==> config.mk <==
export PLATFORM = sky130hd
export DESIGN_NAME = graphics_interrupt_unit
export DESIGN_NICKNAME = d
export VERILOG_FILES = /design/src/rtl/graphics_interrupt_pkg.sv /design/src/rtl/irq_flag_if.sv /design/src/rtl/pin_sync_edge.sv /design/src/rtl/irq_flag.sv /design/src/rtl/graphics_interrupt_unit.sv
export VERILOG_INCLUDE_DIRS = /design/src /design/src/rtl
export SDC_FILE = /design/constraint.sdc
export NUM_CORES = 1
export LEC_CHECK = 0
export ABC_AREA = 1
export ABC_CLOCK_PERIOD_IN_PS = 900
export BUFFER_PORTS_ARGS = -buffer_cell sky130_fd_sc_hd__clkbuf_2
export CORE_ASPECT_RATIO = 0.7
export CORE_MARGIN = 2
export CORE_UTILIZATION = 42
export DETAILED_ROUTE_END_ITERATION = 6
export PLACE_DENSITY = 0.73
export SETUP_SLACK_MARGIN = 0.05
export SLEW_MARGIN = 15
export SYNTH_ARGS = -nofsm -noshare
export SYNTH_HDL_FRONTEND = slang
export SYNTH_SLANG_ARGS = --single-unit
==> constraint.sdc <==
create_clock -name clk -period 0.9 [get_ports clk]
set_input_delay 0.09 -clock clk [delete_from_list [all_inputs] [get_ports clk]]
set_output_delay 0.09 -clock clk [all_outputs]
set_load 0.01 [all_outputs]
==> src/rtl/graphics_interrupt_params.svh <==
// Offsets, field positions and reset values of the interrupt unit.
// Assumes inclusion by bare name from the design files.
`ifndef GRAPHICS_INTERRUPT_PARAMS_SVH
`define GRAPHICS_INTERRUPT_PARAMS_SVH

// Register byte offsets
`define OFS_STATUS    8'h00
`define OFS_ENABLE    8'h04
`define OFS_CLEAR     8'h08
`define OFS_SYNC_END  8'h0c
`define OFS_LINE_CMP  8'h10

// Field positions in status; enable uses pick, vline and ext, clear pick and vline
`define BIT_PICK      2
`define BIT_VSYNC_LVL 3
`define BIT_VSYNC     4
`define BIT_VLINE     5
`define BIT_EXT       6

// Field positions in the sync end control register
`define BIT_VSYNC_CLR 4
`define BIT_VSYNC_EN  5

// Reset values
`define RST_ENABLE    3'h0
`define RST_SYNC_END  8'h00

`endif

==> src/rtl/graphics_interrupt_pkg.sv <==
// Types shared by the interrupt unit files.
// Assumes the params header supplies the register offsets, field positions and reset values.
package graphics_interrupt_pkg;
	typedef logic [7:0]  addr_t;
	typedef logic [31:0] word_t;
	typedef enum {
		SEL_STATUS,
		SEL_ENABLE,
		SEL_CLEAR,
		SEL_SYNC_END,
		SEL_LINE_CMP,
		SEL_NONE
	} reg_sel_e;
endpackage

==> src/rtl/irq_flag_if.sv <==
// Carrier for one sticky pending flag: set, clear and the flag itself.
// Assumes one owner drives the flag and one user drives set and clear.
`timescale 1ns/1ns
interface irq_flag_if;
	logic set;
	logic clr;
	logic pend;
	modport owner (input set, input clr, output pend);
	modport user  (output set, output clr, input pend);
endinterface

==> src/rtl/pin_sync_edge.sv <==
// Two-flop synchroniser for a pin with a rising edge detector.
// Assumes the pin is asynchronous to clk; edge logic reads stage two only.
`timescale 1ns/1ns
module pin_sync_edge (
	// Clock and reset
	input  wire logic clk,
	input  wire logic rst,
	// Pin side
	input  wire logic pin,
	// Synchronised side
	output logic      level,
	output logic      rise
);
	logic meta_q;
	logic sync_q;
	logic prev_q;

	always_ff @(posedge clk) begin
		if (rst) begin
			meta_q <= 1'b0;
			sync_q <= 1'b0;
		end else begin
			meta_q <= pin;
			sync_q <= meta_q;
		end
	end

	always_ff @(posedge clk) begin
		if (rst) begin
			prev_q <= 1'b0;
		end else begin
			prev_q <= sync_q;
		end
	end

	assign level = sync_q;
	assign rise  = sync_q & ~prev_q;
endmodule

==> src/rtl/irq_flag.sv <==
// One sticky pending flag; a set in the clear cycle wins.
// Assumes set and clr are one-cycle pulses on clk.
`timescale 1ns/1ns
module irq_flag (
	// Clock and reset
	input  wire logic clk,
	input  wire logic rst,
	// Flag carrier
	irq_flag_if.owner f
);
	logic pend_q;

	always_ff @(posedge clk) begin
		if (rst) begin
			pend_q <= 1'b0;
		end else if (f.set) begin
			pend_q <= 1'b1;
		end else if (f.clr) begin
			pend_q <= 1'b0;
		end
	end

	assign f.pend = pend_q;
endmodule

==> src/rtl/graphics_interrupt_unit.sv <==
// Interrupt collector of the graphics accelerator: pick, vertical sync,
// vertical line and external sources onto one active-low host line.
// Assumes vcount and line_start come from video timing on clk, pick
// strobes from the drawing engine on clk, vsync and ext_irq from pins.
`timescale 1ns/1ns
`include "graphics_interrupt_params.svh"
module graphics_interrupt_unit #(
	parameter int LINE_W = 11
) (
	// Clock and reset
	input  wire logic                       clk,
	input  wire logic                       rst,
	// Register port
	input  wire graphics_interrupt_pkg::addr_t addr,
	input  wire graphics_interrupt_pkg::word_t wdata,
	input  wire logic                       wr,
	input  wire logic                       rd,
	output graphics_interrupt_pkg::word_t   rdata,
	// Video timing
	input  wire logic                       vsync,
	input  wire logic [LINE_W-1:0]          vcount,
	input  wire logic                       line_start,
	// Drawing engine
	input  wire logic                       pick_pixel,
	input  wire logic                       pick_atype_ok,
	// External device
	input  wire logic                       ext_irq,
	// Host
	output logic                            host_irq_n
);
	localparam int NSRC = 3;
	localparam int IX_PICK = 0;
	localparam int IX_VSYNC = 1;
	localparam int IX_VLINE = 2;

	graphics_interrupt_pkg::word_t rdata_q;
	logic [2:0]                    source_enable_reg_q;
	logic [7:0]                    sync_end_control_reg_q;
	logic [LINE_W-1:0]             line_compare_reg_q;
	logic                          host_irq_n_q;
	logic                          vsync_lvl;
	logic                          vsync_rise;
	logic                          ext_lvl;
	logic                          vsync_irq_en;
	logic [NSRC-1:0]               set_vec;
	logic [NSRC-1:0]               clr_vec;
	logic [NSRC-1:0]               pend_vec;
	logic                          irq_any;
	logic                          wr_clear;
	logic                          wr_sync;
	graphics_interrupt_pkg::reg_sel_e wsel;
	graphics_interrupt_pkg::reg_sel_e rsel;

	// Address decode, shared by the write and read paths
	function automatic graphics_interrupt_pkg::reg_sel_e decode(
		input graphics_interrupt_pkg::addr_t a
	);
		case (a)
			`OFS_STATUS:   decode = graphics_interrupt_pkg::SEL_STATUS;
			`OFS_ENABLE:   decode = graphics_interrupt_pkg::SEL_ENABLE;
			`OFS_CLEAR:    decode = graphics_interrupt_pkg::SEL_CLEAR;
			`OFS_SYNC_END: decode = graphics_interrupt_pkg::SEL_SYNC_END;
			`OFS_LINE_CMP: decode = graphics_interrupt_pkg::SEL_LINE_CMP;
			default:       decode = graphics_interrupt_pkg::SEL_NONE;
		endcase
	endfunction

	assign wsel = decode(addr);
	assign rsel = decode(addr);

	// Pin inputs
	pin_sync_edge u_vsync_sync (
		.clk   (clk),
		.rst   (rst),
		.pin   (vsync),
		.level (vsync_lvl),
		.rise  (vsync_rise)
	);

	pin_sync_edge u_ext_sync (
		.clk   (clk),
		.rst   (rst),
		.pin   (ext_irq),
		.level (ext_lvl),
		.rise  ()
	);

	assign vsync_irq_en = sync_end_control_reg_q[`BIT_VSYNC_EN];
	assign wr_clear     = wr && (wsel == graphics_interrupt_pkg::SEL_CLEAR);
	assign wr_sync      = wr && (wsel == graphics_interrupt_pkg::SEL_SYNC_END);

	// Event sources
	assign set_vec[IX_PICK]  = pick_pixel & pick_atype_ok;
	assign set_vec[IX_VSYNC] = vsync_rise & vsync_irq_en;
	assign set_vec[IX_VLINE] = line_start && (vcount == line_compare_reg_q);

	// Clears are write-one; a zero bit leaves the flag alone
	assign clr_vec[IX_PICK]  = wr_clear & wdata[`BIT_PICK];
	assign clr_vec[IX_VSYNC] = wr_sync & wdata[`BIT_VSYNC_CLR];
	assign clr_vec[IX_VLINE] = wr_clear & wdata[`BIT_VLINE];

	genvar gi;
	generate
		for (gi = 0; gi < NSRC; gi++) begin : g_flag
			irq_flag_if fi ();
			assign fi.set = set_vec[gi];
			assign fi.clr = clr_vec[gi];
			assign pend_vec[gi] = fi.pend;
			irq_flag u_flag (
				.clk (clk),
				.rst (rst),
				.f   (fi)
			);
		end
	endgenerate

	// Enable register; writes touch no flag
	always_ff @(posedge clk) begin
		if (rst) begin
			source_enable_reg_q <= `RST_ENABLE;
		end else if (wr && (wsel == graphics_interrupt_pkg::SEL_ENABLE)) begin
			source_enable_reg_q <= {wdata[`BIT_EXT], wdata[`BIT_VLINE], wdata[`BIT_PICK]};
		end
	end

	// Sync end control; the clear bit is not stored so it reads zero
	always_ff @(posedge clk) begin
		if (rst) begin
			sync_end_control_reg_q <= `RST_SYNC_END;
		end else if (wr_sync) begin
			sync_end_control_reg_q <= wdata[7:0] & ~(8'h01 << `BIT_VSYNC_CLR);
		end
	end

	always_ff @(posedge clk) begin
		if (rst) begin
			line_compare_reg_q <= '0;
		end else if (wr && (wsel == graphics_interrupt_pkg::SEL_LINE_CMP)) begin
			line_compare_reg_q <= wdata[LINE_W-1:0];
		end
	end

	// Host line. External level has no flag: the far device owns its clear.
	assign irq_any = (pend_vec[IX_PICK] & source_enable_reg_q[0])
		| (pend_vec[IX_VSYNC] & vsync_irq_en)
		| (pend_vec[IX_VLINE] & source_enable_reg_q[1])
		| (ext_lvl & source_enable_reg_q[2]);

	// Registered so the pin never glitches on decode hazards
	always_ff @(posedge clk) begin
		if (rst) begin
			host_irq_n_q <= 1'b1;
		end else begin
			host_irq_n_q <= ~irq_any;
		end
	end

	assign host_irq_n = host_irq_n_q;

	// Read path; unmapped and clear offsets read as zero
	always_ff @(posedge clk) begin
		if (rst) begin
			rdata_q <= 32'h0000_0000;
		end else if (rd) begin
			rdata_q <= 32'h0000_0000;
			case (rsel)
				graphics_interrupt_pkg::SEL_STATUS: begin
					rdata_q[`BIT_PICK]      <= pend_vec[IX_PICK];
					rdata_q[`BIT_VSYNC_LVL] <= vsync_lvl;
					rdata_q[`BIT_VSYNC]     <= pend_vec[IX_VSYNC];
					rdata_q[`BIT_VLINE]     <= pend_vec[IX_VLINE];
					rdata_q[`BIT_EXT]       <= ext_lvl;
				end
				graphics_interrupt_pkg::SEL_ENABLE: begin
					rdata_q[`BIT_PICK]  <= source_enable_reg_q[0];
					rdata_q[`BIT_VLINE] <= source_enable_reg_q[1];
					rdata_q[`BIT_EXT]   <= source_enable_reg_q[2];
				end
				graphics_interrupt_pkg::SEL_SYNC_END: begin
					rdata_q[7:0] <= sync_end_control_reg_q;
				end
				graphics_interrupt_pkg::SEL_LINE_CMP: begin
					rdata_q[LINE_W-1:0] <= line_compare_reg_q;
				end
				default: begin
					rdata_q <= 32'h0000_0000;
				end
			endcase
		end
	end

	assign rdata = rdata_q;
endmodule

==> qor.csv, run 1 <==
metric;value;unit
run_status;finished, violations left;
failed_checks;negative setup slack;
post-route-util;63.5;%
fin_crit_sh;111;%
synth_top_cell_by_area;sky130_fd_sc_hd__dfxtp_1;
simple_gate_fraction_of_synth_area;29.4;%
fp-row-count;21;
hold_path_class;input port to flop;
tritoncts;yes;
timing.setup.tns;-0.103;ns
clockRootBuffer;sky130_fd_sc_hd__clkbuf_8;
clock_sinks;41;
vias;2164;
floorplan.io_pins;93;
worstHoldPathCells;3;
finalWorstPathRequiredPeriod;1.00;ns
rr_startpoint;line_compare_reg_q[8]$_SDFFE_PP0P_;
drt_first_pass_iters;4;
numPortBuffers;50;
synth-seq-area-share;39.7;%
final_setup_slack_of_the_worst_path;-0.103;ns
ff_latch_area;852;µm²
groute.layer.met1.usage;28.8;%
pwr_density_cell;1190;nW/µm²
gr-total-overflow;0;
grt_max_degree;18;
largest_family_of_logic_cells_by_synthesized_area;simple AND/OR/NAND/NOR gates;
synth-adder-area-share;0;%
synth_ff_type;sky130_fd_sc_hd__dfxtp_1;
setup-violations-final;1;
worst_path_max_delay_cell;sky130_fd_sc_hd__dfxtp_1;
synthMuxAreaShare;0;%
cp.arrival;1.23;ns
synth.yosys.warnings;0;
die_x;87.8;µm
postRouteWirelength;5.76;mm
yosys-top-cells-count;sky130_fd_sc_hd__nand2_1, sky130_fd_sc_hd__dfxtp_1, sky130_fd_sc_hd__a21oi_1;
grt_pass1_wl;8.54;mm
busiest_layer;met2;
htree_num_levels;2;
finalMaxSlewViolations;0;
dieArea;5500;µm²
post_synth.cell_area_avg;6.89;µm²
area_growth_syn_to_layout;46.1;%
syn-instance-count;300;
max-cap-violations;0;
hpwlAfterDp;4.14;mm
antenna_cells;0;
synth-seq-cells;41;
multiInputGateArea;1230;µm²
placeable_core_region;4760;µm²
peakVddDrop;0.751;mV
clock_insertion_delay_worst_skew;0.30;ns
leakage;1.38;nW
fillCellCount;406;
worst_setup_path_end_kind;flop;
edff_count_synth;0;
worstReg2RegEnd;g_flag[2].u_flag.f.pend$_SDFFE_PP0P_;
grt.met3_usage;4.76;%
via_count_of_the_first_global_routing_pass;1863;
yosys.area_share.xor_xnor;1.70;%
crit_path_launch;line_compare_reg_q[8]$_SDFFE_PP0P_;
synthTopCellsByArea;sky130_fd_sc_hd__dfxtp_1, sky130_fd_sc_hd__nand2_1, sky130_fd_sc_hd__buf_4;
grtUsageMet2;29.6;%
worst-setup-path-type;flop to flop;
track_usage;19.9;%
min-delay-start;wdata[10];
synth.cell_area;2070;µm²
tritoncts.num_buffers;5;
die_h;62.7;µm
dpl_worst_slack;-0.255;ns
clock_skew;0.0123;ns
final_nets;443;
cts.clk_slew.worst_paths;0.08;ns
async_reset_ff_share;0;%
drtAntennaViolNets;0;
initial_utilization;43.4;%
post_synth_num_cell_types;28;
regToRegSetupSlack;-0.10;ns
crit_buf_inv;0;
cpLargestDelayFamily;simple AND/OR/NAND/NOR gates;
achievable-frequency;0.997;GHz
synth_most_common_cell;sky130_fd_sc_hd__nand2_1;
design_power_total;3.61;mW
worstHoldEndpoint;line_compare_reg_q[10]$_SDFFE_PP0P_;
crit_path_max_incr_delay;0.32;ns
hold_viol;0;
grt_antenna_before_repair;0;
synth_top_area_share;39.7;%
kind_of_launch_point_of_the_worst_setup_path;flop;
timing.reg2reg.worst_path_depth;5;
layout-drive-gt1-share;47.9;%
cts-root-to-sink-buffers;2;
drc;0;
chain_of_cells_forming_the_critical_path;xnor2_1, nand2_1, nor2_1, nand3_2, a21oi_2;
drt-wirelength-per-cell;12.7;µm
synthesized_area_fraction_occupied_by_ao_oa_aoi_and_oai_cells;13.0;%
place_congestion;0.868;
via_per_inst;4.78;
largest_fanout_on_the_critical_path;2;
required_time_of_the_critical_path;1.13;ns
drtIter0Drc;227;
rsz_0062_raised_after_global_routing;yes;
==> worst max-delay path by stage <==
stage / endpoint / slack (ns) / cells past startpoint
finish: g_flag[2].u_flag.f.pend$_SDFFE_PP0P_ / -0.10 / 5
floorplan: g_flag[2].u_flag.f.pend$_SDFFE_PP0P_ / -0.01 / 6
detailed placement: rdata[0]$_SDFFE_PP0P_ / -0.26 / 9
global route: g_flag[2].u_flag.f.pend$_SDFFE_PP0P_ / -0.16 / 5
CTS: g_flag[2].u_flag.f.pend$_SDFFE_PP0P_ / -0.11 / 6
global placement: line_compare_reg_q[4]$_SDFFE_PP0P_ / -0.24 / 8
==> metrics by stage <==
step                      area, µm²  instances  hold WS [ns]
after floorplan                2220        320         0.197
after global placement         2560        438         0.289
after detailed placement       2560        438         0.298
after CTS                      2730        451        0.0203
after global routing           3020        453        0.0185
final                          3020        453        0.0179
==> kinds of logic (layout without fill, tap and decap cells) <==
group	count (synthesis)	in the layout
buffers and inverters	63	127
flip-flops	41	41
other	1	21
XOR/XNOR	4	4
AND/OR/NAND/NOR	139	139
AO/OA/AOI/OAI	52	52
==> layer usage <==
layer	wire length (µm)	vias to the layer above
met5	0	-
met4	48	0
met3	432	4
met2	2610	74
met1	2670	1007
li1	-	1079
==> report_power, final <==
part | internal (mW) | switching, mW
clock network | 0.622 | 0.664
registers | 1.83 | 0.0134
logic | 0.194 | 0.282
total | 2.65 | 0.960
==> final cells by class <==
| cell class | instances | share of cell area (%) |
|---|---|---|
| clock inverters | 2 | 0.456 |
| repair buffers | 87 | 20.8 |
| flip-flops and latches | 41 | 28.2 |
| well taps | 69 | 2.86 |
| multi-input cells | 216 | 40.7 |
| inverters | 32 | 4.23 |
| clock buffers | 6 | 2.74 |
==> cells in the final DEF, fill, tap and decap left out, types with 3 or more instances in the layout <==
| master | instances |
|---|---|
| sky130_fd_sc_hd__nand4_1 | 4 |
| sky130_fd_sc_hd__nand3_1 | 13 |
| sky130_fd_sc_hd__nand2_1 | 66 |
| sky130_fd_sc_hd__or2_4 | 3 |
| sky130_fd_sc_hd__nor2_4 | 7 |
| sky130_fd_sc_hd__nand3_2 | 13 |
| sky130_fd_sc_hd__nand2_4 | 5 |
| sky130_fd_sc_hd__dfxtp_2 | 22 |
| sky130_fd_sc_hd__xnor2_1 | 3 |
| sky130_fd_sc_hd__dfxtp_1 | 18 |
| sky130_fd_sc_hd__inv_2 | 9 |
| sky130_fd_sc_hd__buf_6 | 13 |
| sky130_fd_sc_hd__a21oi_2 | 12 |
| sky130_fd_sc_hd__inv_1 | 20 |
| sky130_fd_sc_hd__o21ai_1 | 11 |
| sky130_fd_sc_hd__a21oi_1 | 20 |
| sky130_fd_sc_hd__nand2_2 | 8 |
| sky130_fd_sc_hd__buf_4 | 30 |
| sky130_fd_sc_hd__o21ai_2 | 4 |
| sky130_fd_sc_hd__nor2_1 | 16 |
| sky130_fd_sc_hd__buf_2 | 3 |
| sky130_fd_sc_hd__clkbuf_2 | 37 |
| sky130_fd_sc_hd__conb_1 | 21 |
| sky130_fd_sc_hd__clkbuf_8 | 6 |
==> worst min-delay path, cell delays in order <==
cell	delay, ns
sky130_fd_sc_hd__clkbuf_2	0.08
sky130_fd_sc_hd__nand2_1	0.05
sky130_fd_sc_hd__a21oi_1	0.05
==> flip-flops by register name (all words and copies together), names as in the netlist <==
name / count
line_compare_reg_q: 11
rdata: 11
sync_end_control_reg_q: 7
g_flag.u_flag.f.pend: 3
source_enable_reg_q: 3
host_irq_n: 1
u_ext_sync.level: 1
u_ext_sync.meta_q: 1
u_vsync_sync.level: 1
u_vsync_sync.meta_q: 1
u_vsync_sync.prev_q: 1
==> repair_timing <==
action                                 CTS  global route
endpoints found under the hold margin    2             0
cloned                                   1             0
buffers inserted                         2             2
hold buffers                             2             0
gates resized for setup                 19            91
pin swaps                               12            33
setup endpoints to repair               12            45
Power figures use the tool's default switching activity.
==> run 2: changes to the inputs <==
--- a/config.mk
+++ b/config.mk
@@ -13,6 +13,8 @@
 export CORE_MARGIN = 2
 export CORE_UTILIZATION = 42
 export DETAILED_ROUTE_END_ITERATION = 6
+export GPL_TIMING_DRIVEN = 0
+export MAX_ROUTING_LAYER = met4
 export PLACE_DENSITY = 0.73
 export SETUP_SLACK_MARGIN = 0.05
 export SLEW_MARGIN = 15
==> qor.csv, run 2 (synthesized netlist as in run 1, its figures left out) <==
metric;value;unit;change
power.net_switching;1.02;mW;was 960 µW
placeable_core_region;4760;µm²;unchanged
achievable-frequency;1.00;GHz;was 0.997 GHz
clock_skew;0.00692;ns;was 0.0123 ns
p_seq_share;45.9;%;was 51.1%
power.combinational.fraction;14.0;%;was 13.2%
min-delay-start;wdata[10];;unchanged
drt-wirelength-per-cell;13.4;µm;was 12.7 µm
worst_slew_pin_slew;0.739;ns;
drtIter0Drc;184;;was 227
mostFrequentLayoutCell;sky130_fd_sc_hd__nand2_1;;unchanged
cellInternalPower;2.98;mW;was 2.65 mW
required_time_of_the_critical_path;1.13;ns;about the same
clock_insertion_delay_worst_skew;0.31;ns;was 0.30 ns
peakVddDrop;0.681;mV;was 0.751 mV
via_per_inst;4.77;;was 4.78
drc;0;;unchanged
max-cap-violations;0;;unchanged
floorplan.io_pins;93;;unchanged
finalWorstPathRequiredPeriod;1.00;ns;about the same
tritoncts.num_buffers;5;;unchanged
failed_checks;negative setup slack;;unchanged
fp-row-count;21;;unchanged
vias;2207;;was 2164
final_nets;453;;was 443
fin_crit_sh;111;%;about the same
hpwlAfterDp;3.99;mm;was 4.14 mm
kind_of_launch_point_of_the_worst_setup_path;flop;;unchanged
die_x;87.8;µm;unchanged
largest_fanout_on_the_critical_path;3;;was 2
clock_sinks;41;;unchanged
gr-total-overflow;0;;unchanged
drt_first_pass_iters;4;;unchanged
worst-setup-path-type;flop to flop;;unchanged
leakage;1.54;nW;was 1.38 nW
grt_pass1_wl;8.86;mm;was 8.54 mm
hold_viol;0;;unchanged
area_growth_syn_to_layout;63.4;%;was 46.1%
hold_path_class;input port to flop;;unchanged
cts-root-to-sink-buffers;2;;unchanged
finalMaxSlewViolations;0;;unchanged
worst_setup_path_end_kind;flop;;unchanged
layout-drive-gt1-share;56.3;%;was 47.9%
run_status;finished, violations left;;unchanged
die_h;62.7;µm;unchanged
pwr_density_cell;1190;nW/µm²;about the same
slew-limit-headroom;50.7;%;
grt_antenna_before_repair;0;;unchanged
htree_num_levels;2;;unchanged
numPortBuffers;49;;was 50
postRouteWirelength;6.22;mm;was 5.76 mm
dieArea;5500;µm²;unchanged
final_area;3370;µm²;was 3020 µm²
grt_max_degree;14;;was 18
setup-violations-final;15;;was 1
pwr-share-clk;40.1;%;was 35.7%
clockRootBuffer;sky130_fd_sc_hd__clkbuf_8;;unchanged
crit_path_launch;line_compare_reg_q[7]$_SDFFE_PP0P_;;was line_compare_reg_q[8]$_SDFFE_PP0P_
place.detailed.instances;438;;unchanged
cell_count_final_fillers_out;463;;was 453
final_setup_slack_of_the_worst_path;-0.100;ns;was -0.103 ns
drtAntennaViolNets;0;;unchanged
rr_startpoint;line_compare_reg_q[7]$_SDFFE_PP0P_;;was line_compare_reg_q[8]$_SDFFE_PP0P_
rsz_0062_raised_after_global_routing;yes;;unchanged
track_usage;21.4;%;was 19.9%
mostFrequentLayoutCells;sky130_fd_sc_hd__nand2_1, sky130_fd_sc_hd__clkbuf_2, sky130_fd_sc_hd__buf_4;;unchanged
place_area;2550;µm²;was 2560 µm²
place_congestion;0.873;;was 0.868
tritoncts;yes;;unchanged
cts.clk_slew.worst_paths;0.09;ns;was 0.08 ns
post-route-util;71.0;%;was 63.5%
antenna_cells;0;;unchanged
initial_utilization;43.4;%;unchanged
switching_share;25.6;%;was 26.6%
via_count_of_the_first_global_routing_pass;1926;;was 1863
cp.arrival;1.23;ns;about the same
## run 2: routing by layer
layer / global-route usage [%] / share of wire (%) / routed length (µm) / vias up
met5: - / 0 / 0 / -
met1: 30.5 / 43 / 2660 / 998
met3: 4.49 / 8.8 / 547 / 8
li1: - / - / - / 1103
met4: 6.35 / 1.2 / 73 / 0
met2: 30.2 / 47 / 2940 / 98
## run 2: worst paths after layout
path / to / cells after the start / slack [ns]
hold reg to reg: u_ext_sync.level$_SDFF_PP0_ / 2 / 0.40
hold / removal: line_compare_reg_q[10]$_SDFFE_PP0P_ / 3 / 0.02
setup reg to reg: g_flag[2].u_flag.f.pend$_SDFFE_PP0P_ / 6 / -0.10
setup / recovery: g_flag[2].u_flag.f.pend$_SDFFE_PP0P_ / 6 / -0.10
## run 2: power groups by stage
| stage | clock, mW | sequential [mW] | combinational [mW] |
|---|---|---|---|
| floorplan | 0 | 1.89 | 0.264 |
| global placement | 0 | 1.89 | 0.426 |
| detailed placement | 0 | 1.89 | 0.430 |
| CTS | 1.59 | 1.84 | 0.477 |
| global route | 1.66 | 1.84 | 0.613 |
| finish | 1.60 | 1.84 | 0.562 |
## run 2: stage by stage
stage	total power, mW	setup TNS [ns]	hold WS [ns]	worst slack [ns]
floorplan	2.15	-0.0100	0.197	-0.0100
global placement	2.31	-7.84	0.287	-0.341
detailed placement	2.32	-8.43	0.291	-0.329
CTS	3.91	-0.0910	0.0182	-0.0910
global route	4.11	-1.71	0.0296	-0.146
finish	4.00	-0.958	0.0228	-0.100
## run 2: final cells by class
type	count	area, µm²
plain buffers	31	241
clock buffers	6	82.6
clock inverters	2	37.5
fillers	350	1380
inverters	32	136
multi-input cells	216	1400
flip-flops and latches	41	858
well taps	69	86.3
repair buffers	66	534
## run 2: timing repair
item | 4_1_cts | 5_1_grt
pin swaps | 28 | 43
buffers inserted | 8 | 4
hold buffers | 3 | 0
setup endpoints to repair | 25 | 43
hold endpoints to repair | 3 | 0
gates resized for setup | 50 | 117
cloned | 1 | 1
## run 2: worst max-delay path, cell delays in order, from the launching register on
cell and delay, ns:
sky130_fd_sc_hd__dfxtp_2 0.37, sky130_fd_sc_hd__inv_1 0.07, sky130_fd_sc_hd__nand2_1 0.06, sky130_fd_sc_hd__nand4_1 0.10, sky130_fd_sc_hd__nor2_2 0.10, sky130_fd_sc_hd__nand3_2 0.09
sky130_fd_sc_hd__a21oi_1 0.13
==> run 3: changes to the inputs <==
--- a/config.mk
+++ b/config.mk
@@ -11,13 +11,14 @@
 export BUFFER_PORTS_ARGS = -buffer_cell sky130_fd_sc_hd__clkbuf_2
 export CORE_ASPECT_RATIO = 0.7
 export CORE_MARGIN = 2
-export CORE_UTILIZATION = 42
+export CORE_UTILIZATION = 43
 export DETAILED_ROUTE_END_ITERATION = 6
 export GPL_TIMING_DRIVEN = 0
 export MAX_ROUTING_LAYER = met4
-export PLACE_DENSITY = 0.73
+export PLACE_DENSITY = 0.74
 export SETUP_SLACK_MARGIN = 0.05
 export SLEW_MARGIN = 15
 export SYNTH_ARGS = -nofsm -noshare
 export SYNTH_HDL_FRONTEND = slang
+export SYNTH_HIERARCHICAL = 1
 export SYNTH_SLANG_ARGS = --single-unit
==> qor.csv, run 3 <==
metric;value;unit;change
groute.layer.met1.usage;30.3;%;was 30.5%
worst_setup_path_end_kind;flop;;unchanged
gr-total-overflow;0;;unchanged
busiest_layer;met1;;unchanged
initial_utilization;44.6;%;was 43.4%
drtAntennaViolNets;0;;unchanged
multiInputGateArea;1250;µm²;was 1400 µm²
hold_path_class;input port to flop;;unchanged
cts.clk_slew.worst_paths;0.08;ns;was 0.09 ns
required_time_of_the_critical_path;1.14;ns;was 1.13 ns
dieArea;5540;µm²;was 5500 µm²
synth.cell_area;2130;µm²;was 2070 µm²
place_congestion;0.846;;was 0.873
finalWorstPathRequiredPeriod;1.22;ns;was 1.00 ns
clockRootBuffer;sky130_fd_sc_hd__clkbuf_8;;unchanged
rsz_0062_raised_after_global_routing;yes;;unchanged
fillCellCount;381;;was 350
via_per_inst;4.72;;was 4.77
drc;0;;unchanged
kind_of_launch_point_of_the_worst_setup_path;flop;;unchanged
track_usage;21.4;%;about the same
clock_sinks;41;;unchanged
final_setup_slack_of_the_worst_path;-0.321;ns;was -0.100 ns
failed_checks;negative setup slack;;unchanged
synth.yosys.warnings;6;;was 0
htree_num_levels;2;;unchanged
layout-drive-gt1-share;51.3;%;was 56.3%
grt_antenna_before_repair;0;;unchanged
tritoncts;yes;;unchanged
drt-wirelength-per-cell;13.2;µm;was 13.4 µm
via_count_of_the_first_global_routing_pass;1905;;was 1926
final_nets;445;;was 453
cts-root-to-sink-buffers;2;;unchanged
peakVddDrop;0.888;mV;was 0.681 mV
pwr_density_cell;1200;nW/µm²;was 1190 nW/µm²
syn-instance-count;289;;was 300
grt_pass1_wl;8.85;mm;was 8.86 mm
mostFrequentLayoutCell;sky130_fd_sc_hd__nand2_1;;unchanged
post-route-util;70.1;%;was 71.0%
leakage;1.55;nW;was 1.54 nW
run_status;finished, violations left;;unchanged
timing.setup.tns;-0.321;ns;was -0.958 ns
clock_skew;0.00381;ns;was 0.00692 ns
vias;2146;;was 2207
grt_max_degree;13;;was 14
achievable-frequency;0.819;GHz;was 1.00 GHz
numPortBuffers;49;;unchanged
postRouteWirelength;6.01;mm;was 6.22 mm
max-cap-violations;0;;unchanged
drtIter0Drc;191;;was 184
fp-row-count;21;;unchanged
ff_latch_area;861;µm²;was 858 µm²
mostFrequentLayoutCells;sky130_fd_sc_hd__nand2_1, sky130_fd_sc_hd__buf_4, sky130_fd_sc_hd__inv_1, sky130_fd_sc_hd__clkbuf_2, sky130_fd_sc_hd__dfxtp_2;;was sky130_fd_sc_hd__nand2_1, sky130_fd_sc_hd__clkbuf_2, sky130_fd_sc_hd__buf_4
finalMaxSlewViolations;0;;unchanged
drt_first_pass_iters;4;;unchanged
cp.arrival;1.46;ns;was 1.23 ns
hpwlAfterDp;3.89;mm;was 3.99 mm
die_x;88.1;µm;was 87.8 µm
fin_crit_sh;136;%;was 111%
setup-violations-final;1;;was 15
die_h;62.9;µm;was 62.7 µm
grtUsageMet2;30.2;%;unchanged
antenna_cells;0;;unchanged
post_synth.cell_area_avg;7.37;µm²;was 6.89 µm²
grt.met3_usage;4.36;%;was 4.49%
largest_fanout_on_the_critical_path;3;;unchanged
floorplan.io_pins;93;;unchanged
hold_viol;0;;unchanged
tritoncts.num_buffers;5;;unchanged
worst-setup-path-type;flop to flop;;unchanged
design_power_total;4.03;mW;was 4.00 mW
clock_insertion_delay_worst_skew;0.30;ns;was 0.31 ns
placeable_core_region;4780;µm²;was 4760 µm²
area_growth_syn_to_layout;57.4;%;was 63.4%
## run 3: changes by cell type in the layout (fill, tap and decap cells not counted), sizes merged, moves of 5 or more
| cell | before | now |
|---|---|---|
| inv | 30 | 40 |
| o21ai | 16 | 26 |
| buf | 52 | 64 |
| xor2 | 0 | 5 |
| nand2 | 79 | 60 |
| nand3 | 26 | 19 |
| clkbuf | 48 | 39 |
## run 3: worst paths after layout
check | from | endpoint | slack (ns) | depth (start not counted)
max | line_compare_reg_q[6]$_SDFFE_PP0P_ | g_flag[2].u_flag/f.pend$_SDFFE_PP0P_ | -0.32 | 6
min | wdata[9] | line_compare_reg_q[9]$_SDFFE_PP0P_ | 0.01 | 3
max reg2reg | line_compare_reg_q[6]$_SDFFE_PP0P_ | g_flag[2].u_flag/f.pend$_SDFFE_PP0P_ | -0.32 | 6
min reg2reg | u_vsync_sync/meta_q$_SDFF_PP0_ | u_vsync_sync/level$_SDFF_PP0_ | 0.40 | 2
## run 3: repair_timing
| item | CTS | global route |
|---|---|---|
| resized for setup | 35 | 101 |
| pin swaps | 12 | 17 |
| buffers inserted | 12 | 4 |
| endpoints found under the setup margin | 43 | 43 |
| gates cloned | 3 | 0 |
| hold endpoints to repair | 2 | 0 |
| hold buffers | 2 | 0 |
## run 3: layout make-up
type / instances / area share (%)
Buffer: 29 / 7.20
Clock buffer: 7 / 2.57
Clock inverter: 1 / 0.896
Inverter: 42 / 6.42
Multi-Input combinational cell: 197 / 37.4
Sequential cell: 41 / 25.7
Tap cell: 69 / 2.57
Timing Repair Buffer: 69 / 17.3
## run 3: report_power, final
part	leakage, nW	switching, mW	internal, mW
Sequential	0.346	0.0165	1.83
Clock	0.0585	0.665	0.905
Combinational	1.15	0.323	0.284
## run 3: worst max-delay path, stage by stage (launching register included)
cell	delay [ns]
sky130_fd_sc_hd__dfxtp_4	0.37
sky130_fd_sc_hd__xor2_1	0.15
sky130_fd_sc_hd__nor4_1	0.26
sky130_fd_sc_hd__nand2_1	0.10
sky130_fd_sc_hd__nor2_2	0.11
sky130_fd_sc_hd__inv_1	0.06
sky130_fd_sc_hd__a21oi_2	0.12
## run 3: layer usage
| layer | vias up | routed length [µm] |
|---|---|---|
| li1 | 1071 | - |
| met1 | 972 | 2720 |
| met2 | 88 | 2780 |
| met3 | 15 | 419 |
| met4 | 0 | 91 |
| met5 | - | 0 |
## run 3: per-stage QoR
stage | cell area (µm²) | worst slack [ns] | std cells | hold slack [ns]
after floorplan | 2340 | -0.152 | 309 | 0.152
after global placement | 2670 | -0.356 | 427 | 0.281
after detailed placement | 2670 | -0.391 | 427 | 0.286
after CTS | 3060 | -0.334 | 452 | 0.00822
after global routing | 3350 | -0.408 | 455 | 0.0294
final | 3350 | -0.321 | 455 | 0.0149
